`src/pkg/dac_update_defines.vh`:
```
// Constants for the analog output update and digital I/O control block
`ifndef DAC_UPDATE_DEFINES_VH
`define DAC_UPDATE_DEFINES_VH
// Host I/O offsets (byte addresses within the I/O window)
`define OFS_CH_BASE 5'h00
`define OFS_CH_LAST 5'h0b
`define OFS_SIM_UPDATE 5'h08
`define OFS_AUTO_UPDATE 5'h0a
`define OFS_GO_AUTO 5'h02
`define OFS_REF_NORMAL 5'h0c
`define OFS_SIM_MODE 5'h0e
`define OFS_DIO_DATA 5'h10
`define OFS_DIO_DIR 5'h12
// Reset values
`define RST_CODE 16'h0000
`define RST_DIR 2'h0
`endif

```
`src/rtl/preload_mem.v`:
```
// Per-channel preload storage with byte writes and registered read
`timescale 1ns/1ps
module preload_mem #(
  parameter CHANNELS = 6,
  parameter AW = 3
) (
  input wire i_clk, // Card clock
  input wire [AW-1:0] i_waddr, // Channel written
  input wire [1:0] i_wbe, // Byte enables, bit 1 high byte
  input wire [15:0] i_wdata, // Write data
  input wire [AW-1:0] i_raddr, // Channel read
  output reg [15:0] o_rdata // Registered read data
);
  reg [15:0] mem [0:CHANNELS-1];

  // Byte-lane writes; registered read shows the bytes written in the same cycle
  always @(posedge i_clk) begin
    if (i_wbe[0]) begin
      mem[i_waddr][7:0] <= i_wdata[7:0];
    end
    if (i_wbe[1]) begin
      mem[i_waddr][15:8] <= i_wdata[15:8];
    end
    o_rdata <= mem[i_raddr];
    // Write-through merge, so a load right after a write gets the whole new word
    if (i_raddr == i_waddr) begin
      if (i_wbe[0]) begin
        o_rdata[7:0] <= i_wdata[7:0];
      end
      if (i_wbe[1]) begin
        o_rdata[15:8] <= i_wdata[15:8];
      end
    end
  end
endmodule

```
`src/rtl/dac_update_dio_control.v`:
```
// Analog output double-buffer update control and 16-line digital I/O
`timescale 1ns/1ps
`include "dac_update_defines.vh"
module dac_update_dio_control #(
  parameter CHANNELS = 6,
  parameter AW = 3
) (
  input wire i_clk, // Card clock, 125 MHz
  input wire i_rst, // Async reset, active high
  input wire i_wr, // Host write strobe, one cycle
  input wire i_rd, // Host read strobe, one cycle
  input wire [4:0] i_addr, // Host byte offset
  input wire [1:0] i_be, // Byte enables, bit 1 upper byte
  input wire [15:0] i_wdata, // Host write data
  output reg [15:0] o_rdata, // Host read data
  output reg o_rvalid, // Read data valid pulse
  output reg o_conv_load, // Word load strobe to converter
  output reg [AW-1:0] o_conv_ch, // Channel being loaded
  output reg [15:0] o_conv_data, // Whole word to converter buffer
  output reg [CHANNELS-1:0] o_active_upd, // Active copy strobes per channel
  output reg o_ref_normal, // High once reference is normal
  output reg o_sim_mode, // High in simultaneous update mode
  input wire [15:0] i_dio, // Digital line levels
  output reg [15:0] o_dio, // Digital line drive values
  output reg [15:0] o_dio_oe // Drive enables, high drives
);
  // Decoded channel from a byte offset
  function [AW-1:0] chan_of;
    input [4:0] a;
    begin
      chan_of = a[AW:1];
    end
  endfunction

  wire ch_hit = (i_addr <= `OFS_CH_LAST) && (i_addr[0] == 1'b0);
  wire wr_ch = i_wr && ch_hit;
  wire [AW-1:0] wr_chan = chan_of(i_addr);
  wire [1:0] mem_be = wr_ch ? i_be : 2'h0;
  wire [15:0] mem_q;
  reg sim_reg;
  reg ref_reg;
  reg [1:0] dir_reg;
  reg [15:0] dout_reg;
  reg load_pend_reg;
  reg [AW-1:0] load_ch_reg;
  reg all_pend_reg;
  reg [AW-1:0] scan_reg;
  reg scanning_reg;
  reg [AW-1:0] rd_ch_next;
  reg [CHANNELS-1:0] upd_next;
  integer k;

  // Preload storage; the update path re-reads it so partial writes never leak
  preload_mem #(.CHANNELS(CHANNELS), .AW(AW)) u_mem (
    .i_clk(i_clk),
    .i_waddr(wr_chan),
    .i_wbe(mem_be),
    .i_wdata(i_wdata),
    .i_raddr(rd_ch_next),
    .o_rdata(mem_q)
  );

  // Memory read address runs one channel ahead of the converter word
  // Idle: the channel being written, so its load sees the merged word
  always @* begin
    rd_ch_next = wr_chan;
    if (scanning_reg) begin
      if (scan_reg != CHANNELS - 1) begin
        rd_ch_next = scan_reg + 1'b1;
      end
    end else if (all_pend_reg) begin
      rd_ch_next = {AW{1'b0}};
    end
  end

  // Mode, reference and command decoding
  always @(posedge i_clk or posedge i_rst) begin
    if (i_rst) begin
      sim_reg <= 1'b1;
      ref_reg <= 1'b0;
      all_pend_reg <= 1'b0;
    end else begin
      all_pend_reg <= 1'b0;
      if (i_rd && sim_reg && i_addr == `OFS_SIM_UPDATE) begin
        all_pend_reg <= 1'b1;
      end
      if (i_rd && i_addr == `OFS_AUTO_UPDATE) begin
        all_pend_reg <= 1'b1;
        sim_reg <= 1'b0;
      end
      if (i_rd && sim_reg && i_addr == `OFS_GO_AUTO) begin
        sim_reg <= 1'b0;
      end
      if (i_wr && i_addr == `OFS_SIM_MODE) begin
        sim_reg <= 1'b1;
      end
      if (i_wr && i_addr == `OFS_REF_NORMAL) begin
        ref_reg <= i_wdata[0];
      end
    end
  end

  // Converter word loads: single channel in auto mode, scan for all
  always @(posedge i_clk or posedge i_rst) begin
    if (i_rst) begin
      load_pend_reg <= 1'b0;
      load_ch_reg <= {AW{1'b0}};
      scan_reg <= {AW{1'b0}};
      scanning_reg <= 1'b0;
    end else begin
      load_pend_reg <= 1'b0;
      // Only a high byte write triggers; low byte waits
      if (wr_ch && i_be[1] && !sim_reg && !scanning_reg) begin
        load_pend_reg <= 1'b1;
        load_ch_reg <= wr_chan;
      end
      if (all_pend_reg && !scanning_reg) begin
        scanning_reg <= 1'b1;
        scan_reg <= {AW{1'b0}};
      end else if (scanning_reg) begin
        if (scan_reg == CHANNELS - 1) begin
          scanning_reg <= 1'b0;
        end else begin
          scan_reg <= scan_reg + 1'b1;
        end
      end
    end
  end

  // Active strobes: one channel, or all at the end of the scan
  always @* begin
    upd_next = {CHANNELS{1'b0}};
    if (load_pend_reg) begin
      for (k = 0; k < CHANNELS; k = k + 1) begin
        if (load_ch_reg == k) begin
          upd_next[k] = 1'b1;
        end
      end
    end
    if (scanning_reg && scan_reg == CHANNELS - 1) begin
      upd_next = {CHANNELS{1'b1}};
    end
  end

  // Converter outputs, all from flip-flops; zero word at reset
  always @(posedge i_clk or posedge i_rst) begin
    if (i_rst) begin
      o_conv_load <= 1'b0;
      o_conv_ch <= {AW{1'b0}};
      o_conv_data <= `RST_CODE;
      o_active_upd <= {CHANNELS{1'b0}};
      o_ref_normal <= 1'b0;
      o_sim_mode <= 1'b1;
    end else begin
      o_conv_load <= load_pend_reg | scanning_reg;
      o_conv_ch <= scanning_reg ? scan_reg : load_ch_reg;
      o_conv_data <= mem_q;
      o_active_upd <= upd_next;
      o_ref_normal <= ref_reg;
      o_sim_mode <= sim_reg;
    end
  end

  // Digital I/O ports; a port drives only when set to output
  always @(posedge i_clk or posedge i_rst) begin
    if (i_rst) begin
      dir_reg <= `RST_DIR;
      dout_reg <= 16'h0000;
      o_dio <= 16'h0000;
      o_dio_oe <= 16'h0000;
      o_rdata <= 16'h0000;
      o_rvalid <= 1'b0;
    end else begin
      if (i_wr && i_addr == `OFS_DIO_DIR) begin
        dir_reg <= i_wdata[1:0];
      end
      if (i_wr && i_addr == `OFS_DIO_DATA) begin
        if (i_be[0]) begin
          dout_reg[7:0] <= i_wdata[7:0];
        end
        if (i_be[1]) begin
          dout_reg[15:8] <= i_wdata[15:8];
        end
      end
      o_dio <= dout_reg;
      o_dio_oe <= {{8{dir_reg[1]}}, {8{dir_reg[0]}}};
      o_rvalid <= i_rd;
      if (i_rd && i_addr == `OFS_DIO_DATA) begin
        o_rdata <= i_dio;
      end else if (i_rd && i_addr == `OFS_DIO_DIR) begin
        o_rdata <= {14'h0000, dir_reg};
      end else begin
        o_rdata <= 16'h0000;
      end
    end
  end
endmodule

```
`config.mk`:
```
export PLATFORM = sky130hd
export DESIGN_NAME = dac_update_dio_control
export DESIGN_NICKNAME = d
export VERILOG_FILES = /design/src/rtl/preload_mem.v /design/src/rtl/dac_update_dio_control.v
export VERILOG_INCLUDE_DIRS = /design/src /design/src/pkg
export SDC_FILE = /design/constraint.sdc
export NUM_CORES = 1
export LEC_CHECK = 0
export BUFFER_PORTS_ARGS = -buffer_cell sky130_fd_sc_hd__clkbuf_2
export CORE_ASPECT_RATIO = 1.2
export CORE_UTILIZATION = 35
export CTS_CLUSTER_DIAMETER = 150
export CTS_CLUSTER_SIZE = 12
export DETAILED_ROUTE_END_ITERATION = 10
export SETUP_SLACK_MARGIN = 0.2
export SYNTH_ARGS = -nofsm -noshare
export SYNTH_HDL_FRONTEND = slang
export SYNTH_HIERARCHICAL = 1
export SYNTH_SLANG_ARGS = --single-unit
```
`constraint.sdc`:
```
create_clock -name i_clk -period 3.5 [get_ports i_clk]
set_clock_uncertainty 0.1 [all_clocks]
set_input_delay 0.175 -clock i_clk [delete_from_list [all_inputs] [get_ports i_clk]]
set_output_delay 0.175 -clock i_clk [all_outputs]
set_load 0.02 [all_outputs]
```
# Word-level counts from Yosys, hierarchy flattened
# Memory sizes are Yosys's and may differ from the RTL's.
# Index checks and enable logic that the tools add are counted.
# W data, S select, Z words.
dict set report op_classes {
  n_reduce_logical 25
  bitwise 2
  addsub 1
  n_mux 34
  order_cmp 1
  eq_ne 16
}
# op n
set op_table {}
lappend op_table {{$mux W16} 2}
lappend op_table {{$mux W3} 7}
lappend op_table {{$eq A5 B4 Y1 const B} 4}
lappend op_table {{$mux W1} 19}
lappend op_table {{$logic_and A1 B1 Y1} 17}
lappend op_table {{$mux W8} 2}
lappend op_table {{$mux W6} 2}
lappend op_table {{$eq A5 B5 Y1 const B} 2}
lappend op_table {{$eq A3 B3 Y1 const B} 3}
lappend op_table {{$eq A3 B2 Y1 const B} 2}
lappend op_table {{$reduce_and A2 Y1} 3}
lappend op_table {{$eq A5 B2 Y1 const B} 1}
lappend op_table {{$le A5 B4 Y1 const B} 1}
lappend op_table {{$mux W2} 2}
lappend op_table {{$add A3 B1 Y3 const B} 1}
lappend op_table {{$eq A3 B1 Y1 const B} 1}
lappend op_table {{$eq A3 B3 Y1} 1}
lappend op_table {{$logic_not A3 Y1} 1}
lappend op_table {{$ne A3 B3 Y1 const B} 1}
lappend op_table {{$reduce_bool A3 Y1} 1}
lappend op_table {{$logic_not A1 Y1} 2}
lappend op_table {{$ne A2 B2 Y1 const B} 1}
lappend op_table {{$reduce_bool A2 Y1} 1}
lappend op_table {{$not A1 Y1} 1}
lappend op_table {{$or A1 B1 Y1} 1}
dict set report totals {
  out_inout_bits 77
  regBits 115
  in_bits 43
  n_memories 1
  ram_bits 96
}
# name words width rd rd_ports_with_merged_regs write_ports line_no
set memory_table {}
lappend memory_table {u_mem.mem 6 16 1 0 1 preload_mem.v:14} ;# reg [15:0] mem [0:CHANNELS-1];

# Longest topological paths before layout
# Gate-level depths: netlist of run 1.
dict set report depth {
  word_depth 7
  depth_mapped 12
}

# By module
# The synthesis of run 1 kept the hierarchy.
# module cells_each seq_area_each_um2 n_inst area_each_um2
set modules_own_cells {}
lappend modules_own_cells {preload_mem 247 3203.1 1 4372.9}
lappend modules_own_cells {dac_update_dio_control 221 2304.7 1 3259.4}

# Worst setup path after synthesis of run 1
# Ideal clock, no wire load.
dict set report synth_path {
  kind {register to register}
  startpoint {reg scan_reg[1]}
  endpoint {reg u_mem.o_rdata[0]}
  synth_period_minus_slack_ns 2.434
  setup_slack_ns 1.066
  path_stages_with_launch 12
  required_time_ns 3.279
  t_arrival_ns 2.213
  n_path_buf 2
  setup_time_ns 0.121
  cell_sequence {dfrtp_1 -> inv_1 -> ha_1 -> and2_0 -> o21ai_0 -> a22o_1 -> buf_6 -> buf_6 -> xnor2_4 -> nand3_4 -> nor2_8 -> mux2_2}
}
dict set report synth_between {
  elab_chain_cells 6
  word_cells_on_any_way 8
}
# element line_no
set synth_lines {}
lappend synth_lines {{from (decl)} dac_update_dio_control.v:47} ;# reg [AW-1:0] scan_reg;
lappend synth_lines {{from (signal assigned)} dac_update_dio_control.v:108} ;# scan_reg <= {AW{1'b0}};
lappend synth_lines {{from (signal assigned)} dac_update_dio_control.v:119} ;# scan_reg <= {AW{1'b0}};
lappend synth_lines {{from (signal assigned)} dac_update_dio_control.v:124} ;# scan_reg <= scan_reg + 1'b1;
lappend synth_lines {{$ne A3 B3 Y1 (*)} dac_update_dio_control.v:68} ;# if (scan_reg != CHANNELS - 1) begin
lappend synth_lines {{$mux W3 (*)} dac_update_dio_control.v:68}
lappend synth_lines {{$mux W3 (*)} dac_update_dio_control.v:67} ;# if (scanning_reg) begin
lappend synth_lines {{via rd_ch_next[0]} dac_update_dio_control.v:49} ;# reg [AW-1:0] rd_ch_next;
lappend synth_lines {{$mem_v2 Z6 W16} n/a}
lappend synth_lines {{$mux W8} preload_mem.v:27} ;# if (i_wbe[0]) begin
lappend synth_lines {{$mux W16 (*)} preload_mem.v:26} ;# if (i_raddr == i_waddr) begin
lappend synth_lines {{to (signal assigned)} preload_mem.v:24} ;# o_rdata <= mem[i_raddr];
lappend synth_lines {{to (signal assigned)} preload_mem.v:28} ;# o_rdata[7:0] <= i_wdata[7:0];
lappend synth_lines {{to (decl)} preload_mem.v:12} ;# output reg [15:0] o_rdata
# Mark *: on every way through the listed nets, which the timed path passes. The rest lies on a longest branch.
# A chain may end at the register's enable or synchronous reset.

# Worst setup path in the final report of run 1
dict set report layout_path {
  startpoint {reg scan_reg[1]}
  endpoint {reg u_mem.o_rdata[15]}
}
dict set report layout_between {
  elab_chain_cells 6
  word_cells_on_any_way 8
}
# element line_no
set layout_lines {}
lappend layout_lines {{$add A3 B1 Y3 / $ne A3 B3 Y1 (equally long branches)} {dac_update_dio_control.v:69, dac_update_dio_control.v:68}}
lappend layout_lines {{$mux W3 (*)} dac_update_dio_control.v:68}
lappend layout_lines {{$mux W3 (*)} dac_update_dio_control.v:67}
lappend layout_lines {{via rd_ch_next[1]} dac_update_dio_control.v:49}
lappend layout_lines {{$mem_v2 Z6 W16} n/a}
lappend layout_lines {{$mux W8} preload_mem.v:30} ;# if (i_wbe[1]) begin
lappend layout_lines {{$mux W16 (*)} preload_mem.v:26}
lappend layout_lines {{to (signal assigned)} preload_mem.v:24}
lappend layout_lines {{to (signal assigned)} preload_mem.v:31} ;# o_rdata[15:8] <= i_wdata[15:8];
# Marked as above.

==> impl_metrics.py, run 1 <==
metrics = {
    "final_layout": {
        "drive_gt1_share_pct": 31.4,
        "finalNetCount": 672,
        "final_common_cell": "clkbuf_2",
        "largest_reg_flops": 96,
        "regMostFlops": "u_mem/mem",
        "area_growth_pct": 23.0,
        "layout_common_cells": "119 x clkbuf_2, 96 x edfxtp_1, 90 x dfrtp_1, 50 x mux2i_1, 38 x dlygate4sd3_1",
        "stdcell_area_sq_um": 9390,
        "fin_cells": 911,
        "antenna_cells": 0,
    },
    "die": {
        "row_count": 58,
        "start_util_pct": 36.0,
        "die_h_um": 164,
        "design.die.area_sq_um": 22400,
        "core_area_sq_um": 21200,
        "io_pins": 120,
        "dieWidth_um": 137,
    },
    "critical_path": {
        "crit_buf_inv": 2,
        "critical_path.endpoint_type": "flop",
        "crit_type": "flop to flop",
        "crit_chain": "inv_1 > ha_1 > and2_0 > o21ai_0 > a22o_1 > nor2_2 > buf_4 > a22o_1 > a21oi_1 > mux2_1",
        "cp.arrival_ps": 3070,
        "path_max_fanout": 9,
        "worst_ep_required_time_ps": 3760,
        "slowest_stage": "nor2_2",
        "critical_path.most_common_cell": "a22o_1",
        "critPathMaxStageDelay_ps": 430,
        "cp_top_family": "simple AND/OR/NAND/NOR gates",
        "cp-start-kind": "flop",
    },
    "route": {
        "num_vias": 4236,
        "wire_per_inst_um": 16.2,
        "drcViolationCount": 0,
        "drtIter0Drc": 167,
        "vias_per_cell": 4.65,
        "postRouteAntennaNets": 0,
        "drtPass1Iterations": 4,
        "totalWireLength_um": 14700,
    },
    "power": {
        "power_frac_seq_pct": 44.4,
        "leakagePower_nw": 4.06,
        "p_clk_share_pct": 28.6,
        "power_density_nw_per_um2": 721,
        "combPwrFrac_pct": 27.0,
        "ir_worst_vdd_mv": 0.343,
        "p_switching_mw": 2.00,
        "swShare_pct": 29.5,
        "internal-power_mw": 4.77,
    },
    "global_route": {
        "grt_antenna_before_repair": 0,
        "grt_pass1_wl_um": 23300,
        "grt_use_total_pct": 13.6,
        "grt_pass1_vias": 4448,
        "grt_overflow_total": 0,
        "grt_max_degree": 78,
    },
    "clocking": {
        "clk_path_buf_depth": 3,
        "cts.sinks": 204,
        "clk_pin_slew_ps": 60,
        "htree_levels": 1,
        "cts-resized-gates": 0,
        "clkLatencyLatePin_ps": 480,
        "cts_buffers": 20,
        "cts_tree": "built",
        "cts_root_buf": "clkbuf_16",
    },
    "logic_synthesis": {
        "synth-main-ff-cell": "edfxtp_1",
        "synth_seq_area_share_pct": 72.2,
        "ys_ff_latch": 204,
        "yosysWarningCount": 6,
        "postSynthCellCount": 468,
        "synthArstFlopShare_pct": 45.1,
        "avgSynthCellArea_sq_um": 16.3,
        "synth_area_sq_um": 7630,
        "synth_edf_count": 96,
        "syn-num-nets": 513,
        "yosysUniqueCellTypes": 44,
    },
    "place": {
        "port_buffers": 119,
        "dp_cells": 837,
        "dpl_cell_area_sq_um": 8430,
        "gp_congestion": 0.740,
        "dp_hpwl_um": 9220,
    },
    "sta": {
        "slew_headroom_pct": 31.9,
        "fin_crit_ps": 2810,
        "clock.fmax_mhz": 356,
        "hold_viol": 0,
        "rsz0062_at_grt": "no",
        "tightest_slew_ps": 1010,
        "setup_viol": 0,
        "finalCritPeriodShare_pct": 80.2,
        "setup_tns_ps": 0,
        "slew_violations": 0,
    },
    "min_path": {
        "hp-class": "input pin to flop",
    },
    "job": {
        "drv_cap": 0,
    },
    "status": {
        "outcome": "complete, no violations",
    },
}
==> worst register-to-register path, delay by kind of cell (launching register included) <==
family	cells	cell delay, ps
buf+inv	2	350
flops	1	390
compound gates	4	610
mux	1	280
fa+ha+maj	1	220
simple gates	2	740
==> cell type report <==
type	count	area, sq um
Clock buffer	36	582
Fill cell	1938	11800
Inverter	9	36.3
Multi-Input combinational cell	225	1870
Sequential cell	204	5510
Tap cell	270	338
Timing Repair Buffer	167	1050
==> through the flow <==
| step | setup WS, ps | total power [mW] | util [%] | hold WS [ps] |
|---|---|---|---|---|
| floorplan | 836 | 4.44 | - | 106 |
| global placement | 850 | 4.83 | 39.8 | 205 |
| detailed placement | 721 | 4.87 | 39.8 | 205 |
| CTS | 714 | 6.88 | 44.3 | 16.4 |
| global route | 536 | 7.13 | 44.3 | 42.1 |
| finish | 693 | 6.77 | 44.3 | 47.8 |
==> routing by layer <==
metal	GRT usage [%]	vias to the layer above	routed length [um]
met5	0	-	0
met4	3.60	0	244
met3	3.40	17	885
met2	24.8	117	7730
met1	15.6	2099	5870
li1	-	2003	-
==> power groups by stage <==
stage | logic (mW) | clock network (mW) | registers [mW]
after floorplan | 1.23 | 0 | 3.21
after global placement | 1.78 | 0 | 3.05
after detailed placement | 1.81 | 0 | 3.06
after CTS | 1.85 | 2.01 | 3.01
after global routing | 1.98 | 2.10 | 3.05
final | 1.83 | 1.94 | 3.01
==> what timing repair did <==
item                      4_1_cts  5_1_grt
hold endpoints to repair      225        0
hold buffers                   38        0
setup buffers                   0        0
==> final timing paths <==
path,start,to,slack (ps),depth (start not counted)
hold reg to reg,u_mem/o_rdata[10],o_conv_data[10],230,0
setup reg to reg,scan_reg[1],u_mem/o_rdata[15],690,10
max in group asynchronous,i_rst,dout_reg[1],2160,4
hold / removal,i_addr[3],sim_reg,50,3
setup / recovery,scan_reg[1],u_mem/o_rdata[15],690,10
min in group asynchronous,i_rst,o_dio[13],350,3
==> cell usage after synthesis, drive strengths merged, types with 4 or more instances <==
cell / instances / area [sq um]
nor3: 6 / 30.0
dfrtp: 90 / 2250
nand2b: 9 / 56.3
mux2: 40 / 480
and2: 15 / 93.8
a21oi: 18 / 90.1
edfxtp: 96 / 2880
nand2: 14 / 52.6
nor2: 15 / 91.3
dfxtp: 16 / 320
a22o: 18 / 158
clkbuf: 4 / 16.3
o21ai: 9 / 45.0
inv: 9 / 33.8
buf: 26 / 203
nand3: 5 / 37.5
mux2i: 50 / 500
==> logic make-up after synthesis <==
family,share of synthesized area (%)
mux,12.9
simple gates,6.25
flops,72.2
buf+inv,3.31
compound gates,4.51
xor+xnor,0.590
fa+ha+maj,0.328
No activity file was read; power rests on OpenSTA's default activity.
==> run 2: changes to the inputs <==
==> constraint.sdc (replaced) <==
create_clock -name i_clk -period 2.9 [get_ports i_clk]
set_clock_uncertainty 0.1 [all_clocks]
set_input_delay 0.145 -clock i_clk [delete_from_list [all_inputs] [get_ports i_clk]]
set_output_delay 0.145 -clock i_clk [all_outputs]
set_load 0.02 [all_outputs]
==> impl_metrics.py, run 2 (synthesis gave the netlist of run 1 again) <==
metrics = {
    "status": {
        "outcome": "complete, no violations",
    },
    "route": {
        "drtIter0Drc": 183,
        "totalWireLength_um": 15200,
        "postRouteAntennaNets": 0,
        "drcViolationCount": 0,
        "wire_per_inst_um": 16.4,
        "num_vias": 4345,
        "vias_per_cell": 4.69,
        "drtPass1Iterations": 4,
    },
    "sta": {
        "clock.fmax_mhz": 393,
        "setup_tns_ps": 0,
        "holdWs_ps": 49.2,
        "hold_viol": 0,
        "slew_violations": 0,
        "finalCritPeriodShare_pct": 87.7,
        "setup_viol": 0,
        "fin_crit_ps": 2540,
        "slew_headroom_pct": 56.9,
        "rsz0062_at_grt": "no",
        "tightest_slew_ps": 642,
    },
    "power": {
        "p_switching_mw": 2.47,
        "p_total_mw": 8.36,
        "internal-power_mw": 5.89,
        "swShare_pct": 29.5,
        "leakagePower_nw": 4.17,
        "p_clk_share_pct": 27.8,
        "power_density_nw_per_um2": 873,
        "combPwrFrac_pct": 28.6,
        "ir_worst_vdd_mv": 0.573,
        "power_frac_seq_pct": 43.6,
    },
    "final_layout": {
        "drive_gt1_share_pct": 33.3,
        "layout_common_cells": "119 x clkbuf_2, 96 x edfxtp_1, 90 x dfrtp_1, 50 x mux2i_1, 39 x dlygate4sd3_1",
        "antenna_cells": 0,
        "multi_input_area_sq_um": 1890,
        "finalNetCount": 688,
        "fin_cells": 927,
        "area_growth_pct": 25.5,
        "regMostFlops": "u_mem/mem",
        "fill_cells": 1902,
        "largest_reg_flops": 96,
        "final_util_pct": 45.2,
        "final_common_cell": "clkbuf_2",
        "seqCellArea_sq_um": 5510,
    },
    "min_path": {
        "hold_start": "i_wr",
        "holdPathStages": 4,
        "hp-class": "input pin to flop",
    },
    "critical_path": {
        "critPathMaxStageDelay_ps": 400,
        "r2r-end": "u_mem/o_rdata[5]",
        "rr_worst_depth": 10,
        "cp_top_family": "simple AND/OR/NAND/NOR gates",
        "crit_buf_inv": 2,
        "crit_chain": "inv_1 > ha_2 > and2_4 > o21ai_0 > a22o_2 > buf_4 > xnor2_4 > nand3_4 > nor2_8 > mux2_2",
        "crit_cells": 10,
        "worst_ep_required_time_ps": 3160,
        "r2r_start": "scan_reg[1]",
        "crit_type": "flop to flop",
        "r2r_slack_ps": 360,
        "startpoint": "scan_reg[1]",
        "critical_path.endpoint_type": "flop",
        "path_max_fanout": 8,
        "endpoint": "u_mem/o_rdata[5]",
        "slowest_stage": "dfrtp_1",
        "cp.arrival_ps": 2800,
        "cp-start-kind": "flop",
    },
    "place": {
        "dp_cells": 848,
        "dp_hpwl_um": 9470,
        "gp_congestion": 0.765,
        "port_buffers": 119,
    },
    "die": {
        "row_count": 58,
        "die_h_um": 164,
        "io_pins": 120,
        "design.die.area_sq_um": 22400,
        "start_util_pct": 36.0,
        "dieWidth_um": 137,
        "core_area_sq_um": 21200,
    },
    "global_route": {
        "grt_pass1_wl_um": 24500,
        "grt_use_total_pct": 14.1,
        "grt_pass1_vias": 4707,
        "grt_overflow_total": 0,
        "grt_antenna_before_repair": 0,
        "grt_max_degree": 49,
    },
    "clocking": {
        "clk_path_buf_depth": 3,
        "cts.sinks": 204,
        "cts_buffers": 20,
        "clkLatencyLatePin_ps": 480,
        "cts_root_buf": "clkbuf_16",
        "htree_levels": 1,
        "cts_tree": "built",
        "clk_pin_slew_ps": 60,
    },
    "job": {
        "drv_cap": 0,
    },
}
[run 2: per-layer routing]
layer | vias to the layer above | share of wire [%] | track usage [%]
met5 | - | 0 | 0
met4 | 0 | 1.5 | 3.00
met3 | 24 | 5.3 | 2.81
met2 | 114 | 52 | 25.5
met1 | 2175 | 41 | 17.1
li1 | 2032 | - | -
[run 2: cell type report]
class | instances | area share (%)
Sequential cell | 204 | 57.5
Multi-Input combinational cell | 225 | 19.7
Timing Repair Buffer | 183 | 12.8
Clock buffer | 36 | 6.07
Tap cell | 270 | 3.53
Inverter | 9 | 0.379
[run 2: worst min path at each step]
stage                           endpoint
final                         dir_reg[0]
after CTS                     dir_reg[0]
after global placement         o_dio[13]
after detailed placement       o_dio[13]
after global routing      load_ch_reg[2]
after floorplan                 o_rvalid
[run 2: power groups by stage]
stage	combinational [mW]	sequential, mW	clock (mW)
finish	2.39	3.65	2.33
global route	2.58	3.70	2.52
CTS	2.31	3.65	2.40
detailed placement	2.26	3.70	0
global placement	2.20	3.70	0
floorplan	1.49	3.87	0
[run 2: through the flow]
step | worst slack, ps | area, sq um
floorplan | 266 | 7630
global placement | 379 | 8550
detailed placement | 178 | 8550
CTS | 235 | 9520
global route | 225 | 9580
finish | 357 | 9580
[run 2: worst min-delay path, cell delays in order]
cell and delay (ps):
clkbuf_2 110, nand2_1 70, nor3_1 60, mux2_2 210
[run 2: timing repair]
item | CTS | global route
hold endpoints to repair | 198 | 0
pin swaps | 0 | 1
resized for setup | 1 | 4
endpoints found under the setup margin | 15 | 16
setup buffers | 0 | 3
cloned | 0 | 1
hold buffers | 39 | 0
==> run 3: changes to the inputs <==
--- a/config.mk
+++ b/config.mk
@@ -8,10 +8,12 @@
 export LEC_CHECK = 0
 export BUFFER_PORTS_ARGS = -buffer_cell sky130_fd_sc_hd__clkbuf_2
 export CORE_ASPECT_RATIO = 1.2
-export CORE_UTILIZATION = 35
+export CORE_UTILIZATION = 56
 export CTS_CLUSTER_DIAMETER = 150
 export CTS_CLUSTER_SIZE = 12
 export DETAILED_ROUTE_END_ITERATION = 10
+export GPL_TIMING_DRIVEN = 0
+export PLACE_DENSITY = 0.79
 export SETUP_SLACK_MARGIN = 0.2
 export SYNTH_ARGS = -nofsm -noshare
 export SYNTH_HDL_FRONTEND = slang
==> impl_metrics.py, run 3 (synthesis gave the netlist of run 1 again) <==
metrics = {
    "status": {
        "outcome": "complete, no violations",
    },
    "sta": {
        "hold_viol": 0,
        "tightest_slew_ps": 1280,
        "setup_ws_ps": 281,
        "rsz0062_at_grt": "no",
        "slew_violations": 0,
        "holdWs_ps": 65.4,
        "setup_viol": 0,
        "clock.fmax_mhz": 382,
        "slew_headroom_pct": 14.0,
        "finalCritPeriodShare_pct": 90.3,
        "fin_crit_ps": 2620,
    },
    "final_layout": {
        "regMostFlops": "u_mem/mem",
        "fill_cells": 874,
        "drive_gt1_share_pct": 33.4,
        "final_common_cell": "clkbuf_2",
        "final_util_pct": 71.4,
        "largest_reg_flops": 96,
        "antenna_cells": 0,
        "finalNetCount": 693,
        "layout_common_cells": "119 x clkbuf_2, 96 x edfxtp_1, 90 x dfrtp_1, 50 x mux2i_1, 38 x dlygate4sd3_1",
        "stdcell_area_sq_um": 9450,
        "area_growth_pct": 23.8,
    },
    "global_route": {
        "grt_pass1_wl_um": 23500,
        "grt_max_degree": 54,
        "grt_antenna_before_repair": 0,
        "grt_pass1_vias": 4600,
        "grt_overflow_total": 0,
        "grt_use_total_pct": 22.3,
    },
    "die": {
        "design.die.area_sq_um": 14100,
        "core_area_sq_um": 13200,
        "dieWidth_um": 109,
        "io_pins": 120,
        "row_count": 46,
        "start_util_pct": 57.7,
        "die_h_um": 130,
    },
    "critical_path": {
        "path_max_fanout": 10,
        "crit_chain": "ha_2 > and2_4 > o21ai_1 > a22o_1 > buf_6 > buf_8 > xnor2_4 > nand3_4 > nor2_8 > mux2_2",
        "critPathMaxStageDelay_ps": 450,
        "rr_worst_depth": 10,
        "r2r-end": "u_mem/o_rdata[11]",
        "cp-start-kind": "flop",
        "critical_path.endpoint_type": "flop",
        "startpoint": "scan_reg[0]",
        "r2r_slack_ps": 280,
        "crit_type": "flop to flop",
        "cp.arrival_ps": 2880,
        "r2r_start": "scan_reg[0]",
        "worst_ep_required_time_ps": 3170,
        "slowest_stage": "dfrtp_1",
    },
    "clocking": {
        "cts_setup_buffers": 0,
        "clk_pin_slew_ps": 60,
        "cts.sinks": 204,
        "htree_levels": 1,
        "cts_buffers": 20,
        "cts_root_buf": "clkbuf_16",
        "clk_path_buf_depth": 3,
        "cts_tree": "built",
        "clkLatencyLatePin_ps": 480,
    },
    "power": {
        "leakagePower_nw": 4.16,
        "p_switching_mw": 2.47,
        "power_density_nw_per_um2": 885,
        "internal-power_mw": 5.89,
        "p_clk_share_pct": 27.9,
        "combPwrFrac_pct": 28.9,
        "power_frac_seq_pct": 43.1,
        "swShare_pct": 29.5,
        "ir_worst_vdd_mv": 0.480,
    },
    "job": {
        "drv_cap": 0,
    },
    "place": {
        "dpl_cell_area_sq_um": 8470,
        "dp_worst_setup_slack_ps": 118,
        "gp_congestion": 0.776,
        "dp_hpwl_um": 9250,
        "port_buffers": 119,
    },
    "route": {
        "totalWireLength_um": 14900,
        "num_vias": 4327,
        "wire_per_inst_um": 17.9,
        "drcViolationCount": 0,
        "drtPass1Iterations": 4,
        "vias_per_cell": 5.21,
        "postRouteAntennaNets": 0,
        "drtIter0Drc": 185,
    },
    "min_path": {
        "holdPathStages": 4,
        "hp-class": "input pin to flop",
        "hold_path_end": "dir_reg[0]",
        "hold_start": "i_wr",
    },
}
[run 3: stage by stage]
step | cells | TNS (ps) | power (mW)
CTS | 830 | 0 | 8.43
floorplan | 468 | 0 | 5.36
finish | 830 | 0 | 8.36
global placement | 755 | -52880 | 5.93
detailed placement | 756 | 0 | 6.00
global route | 830 | 0 | 8.74
[run 3: area by class of cell]
class	count	area [sq um]	area share, %
Sequential cell	204	5510	58.3
Multi-Input combinational cell	225	1880	19.9
Timing Repair Buffer	158	1000	10.6
Clock buffer	36	582	6.16
Buffer	30	228	2.41
Tap cell	168	210	2.22
Inverter	9	36.3	0.384
[run 3: critical path, delay by kind of cell (launching register included)]
| family | cells | cell delay (ps) |
|---|---|---|
| muxes | 1 | 370 |
| adders and majority gates | 1 | 250 |
| xor gates and xnor gates | 1 | 180 |
| DFF | 1 | 450 |
| AOI/OAI and AO/OA | 2 | 280 |
| buffers and inverters | 2 | 280 |
| and+or+nand+nor | 3 | 570 |
[run 3: power by group through the flow]
| stage | clock network, mW | registers (mW) | logic, mW |
|---|---|---|---|
| 6_report | 2.34 | 3.61 | 2.42 |
| 5_1_grt | 2.51 | 3.64 | 2.59 |
| 4_1_cts | 2.39 | 3.61 | 2.43 |
| 3_5_place_dp | 0 | 3.66 | 2.34 |
| 3_3_place_gp | 0 | 3.64 | 2.28 |
| 2_1_floorplan | 0 | 3.87 | 1.49 |
[run 3: timing repair]
| item | 4_1_cts | 5_1_grt |
|---|---|---|
| pin swaps | 1 | 1 |
| hold buffers | 38 | 0 |
| endpoints found under the hold margin | 190 | 0 |
| endpoints found under the setup margin | 16 | 11 |
| resized for setup | 6 | 3 |
[run 3: routing by layer]
| layer | GRT usage (%) | vias up | share of wire [%] |
|---|---|---|---|
| li1 | - | 2051 | - |
| met2 | 41.4 | 142 | 54 |
| met5 | 0 | - | 0 |
| met4 | 6.60 | 0 | 2.0 |
| met1 | 25.5 | 2113 | 37 |
| met3 | 5.09 | 21 | 6.7 |
[run 3: worst max path at each step]
| stage | endpoint | slack (ps) | depth (start not counted) |
|---|---|---|---|
| 4_1_cts | u_mem/o_rdata[11] | 230 | 10 |
| 5_1_grt | u_mem/o_rdata[8] | 200 | 11 |
| 3_5_place_dp | u_mem/o_rdata[11] | 120 | 11 |
| 2_1_floorplan | all_pend_reg | 270 | 1 |
| 6_report | u_mem/o_rdata[11] | 280 | 10 |
| 3_3_place_gp | o_dio[4] | -600 | 2 |
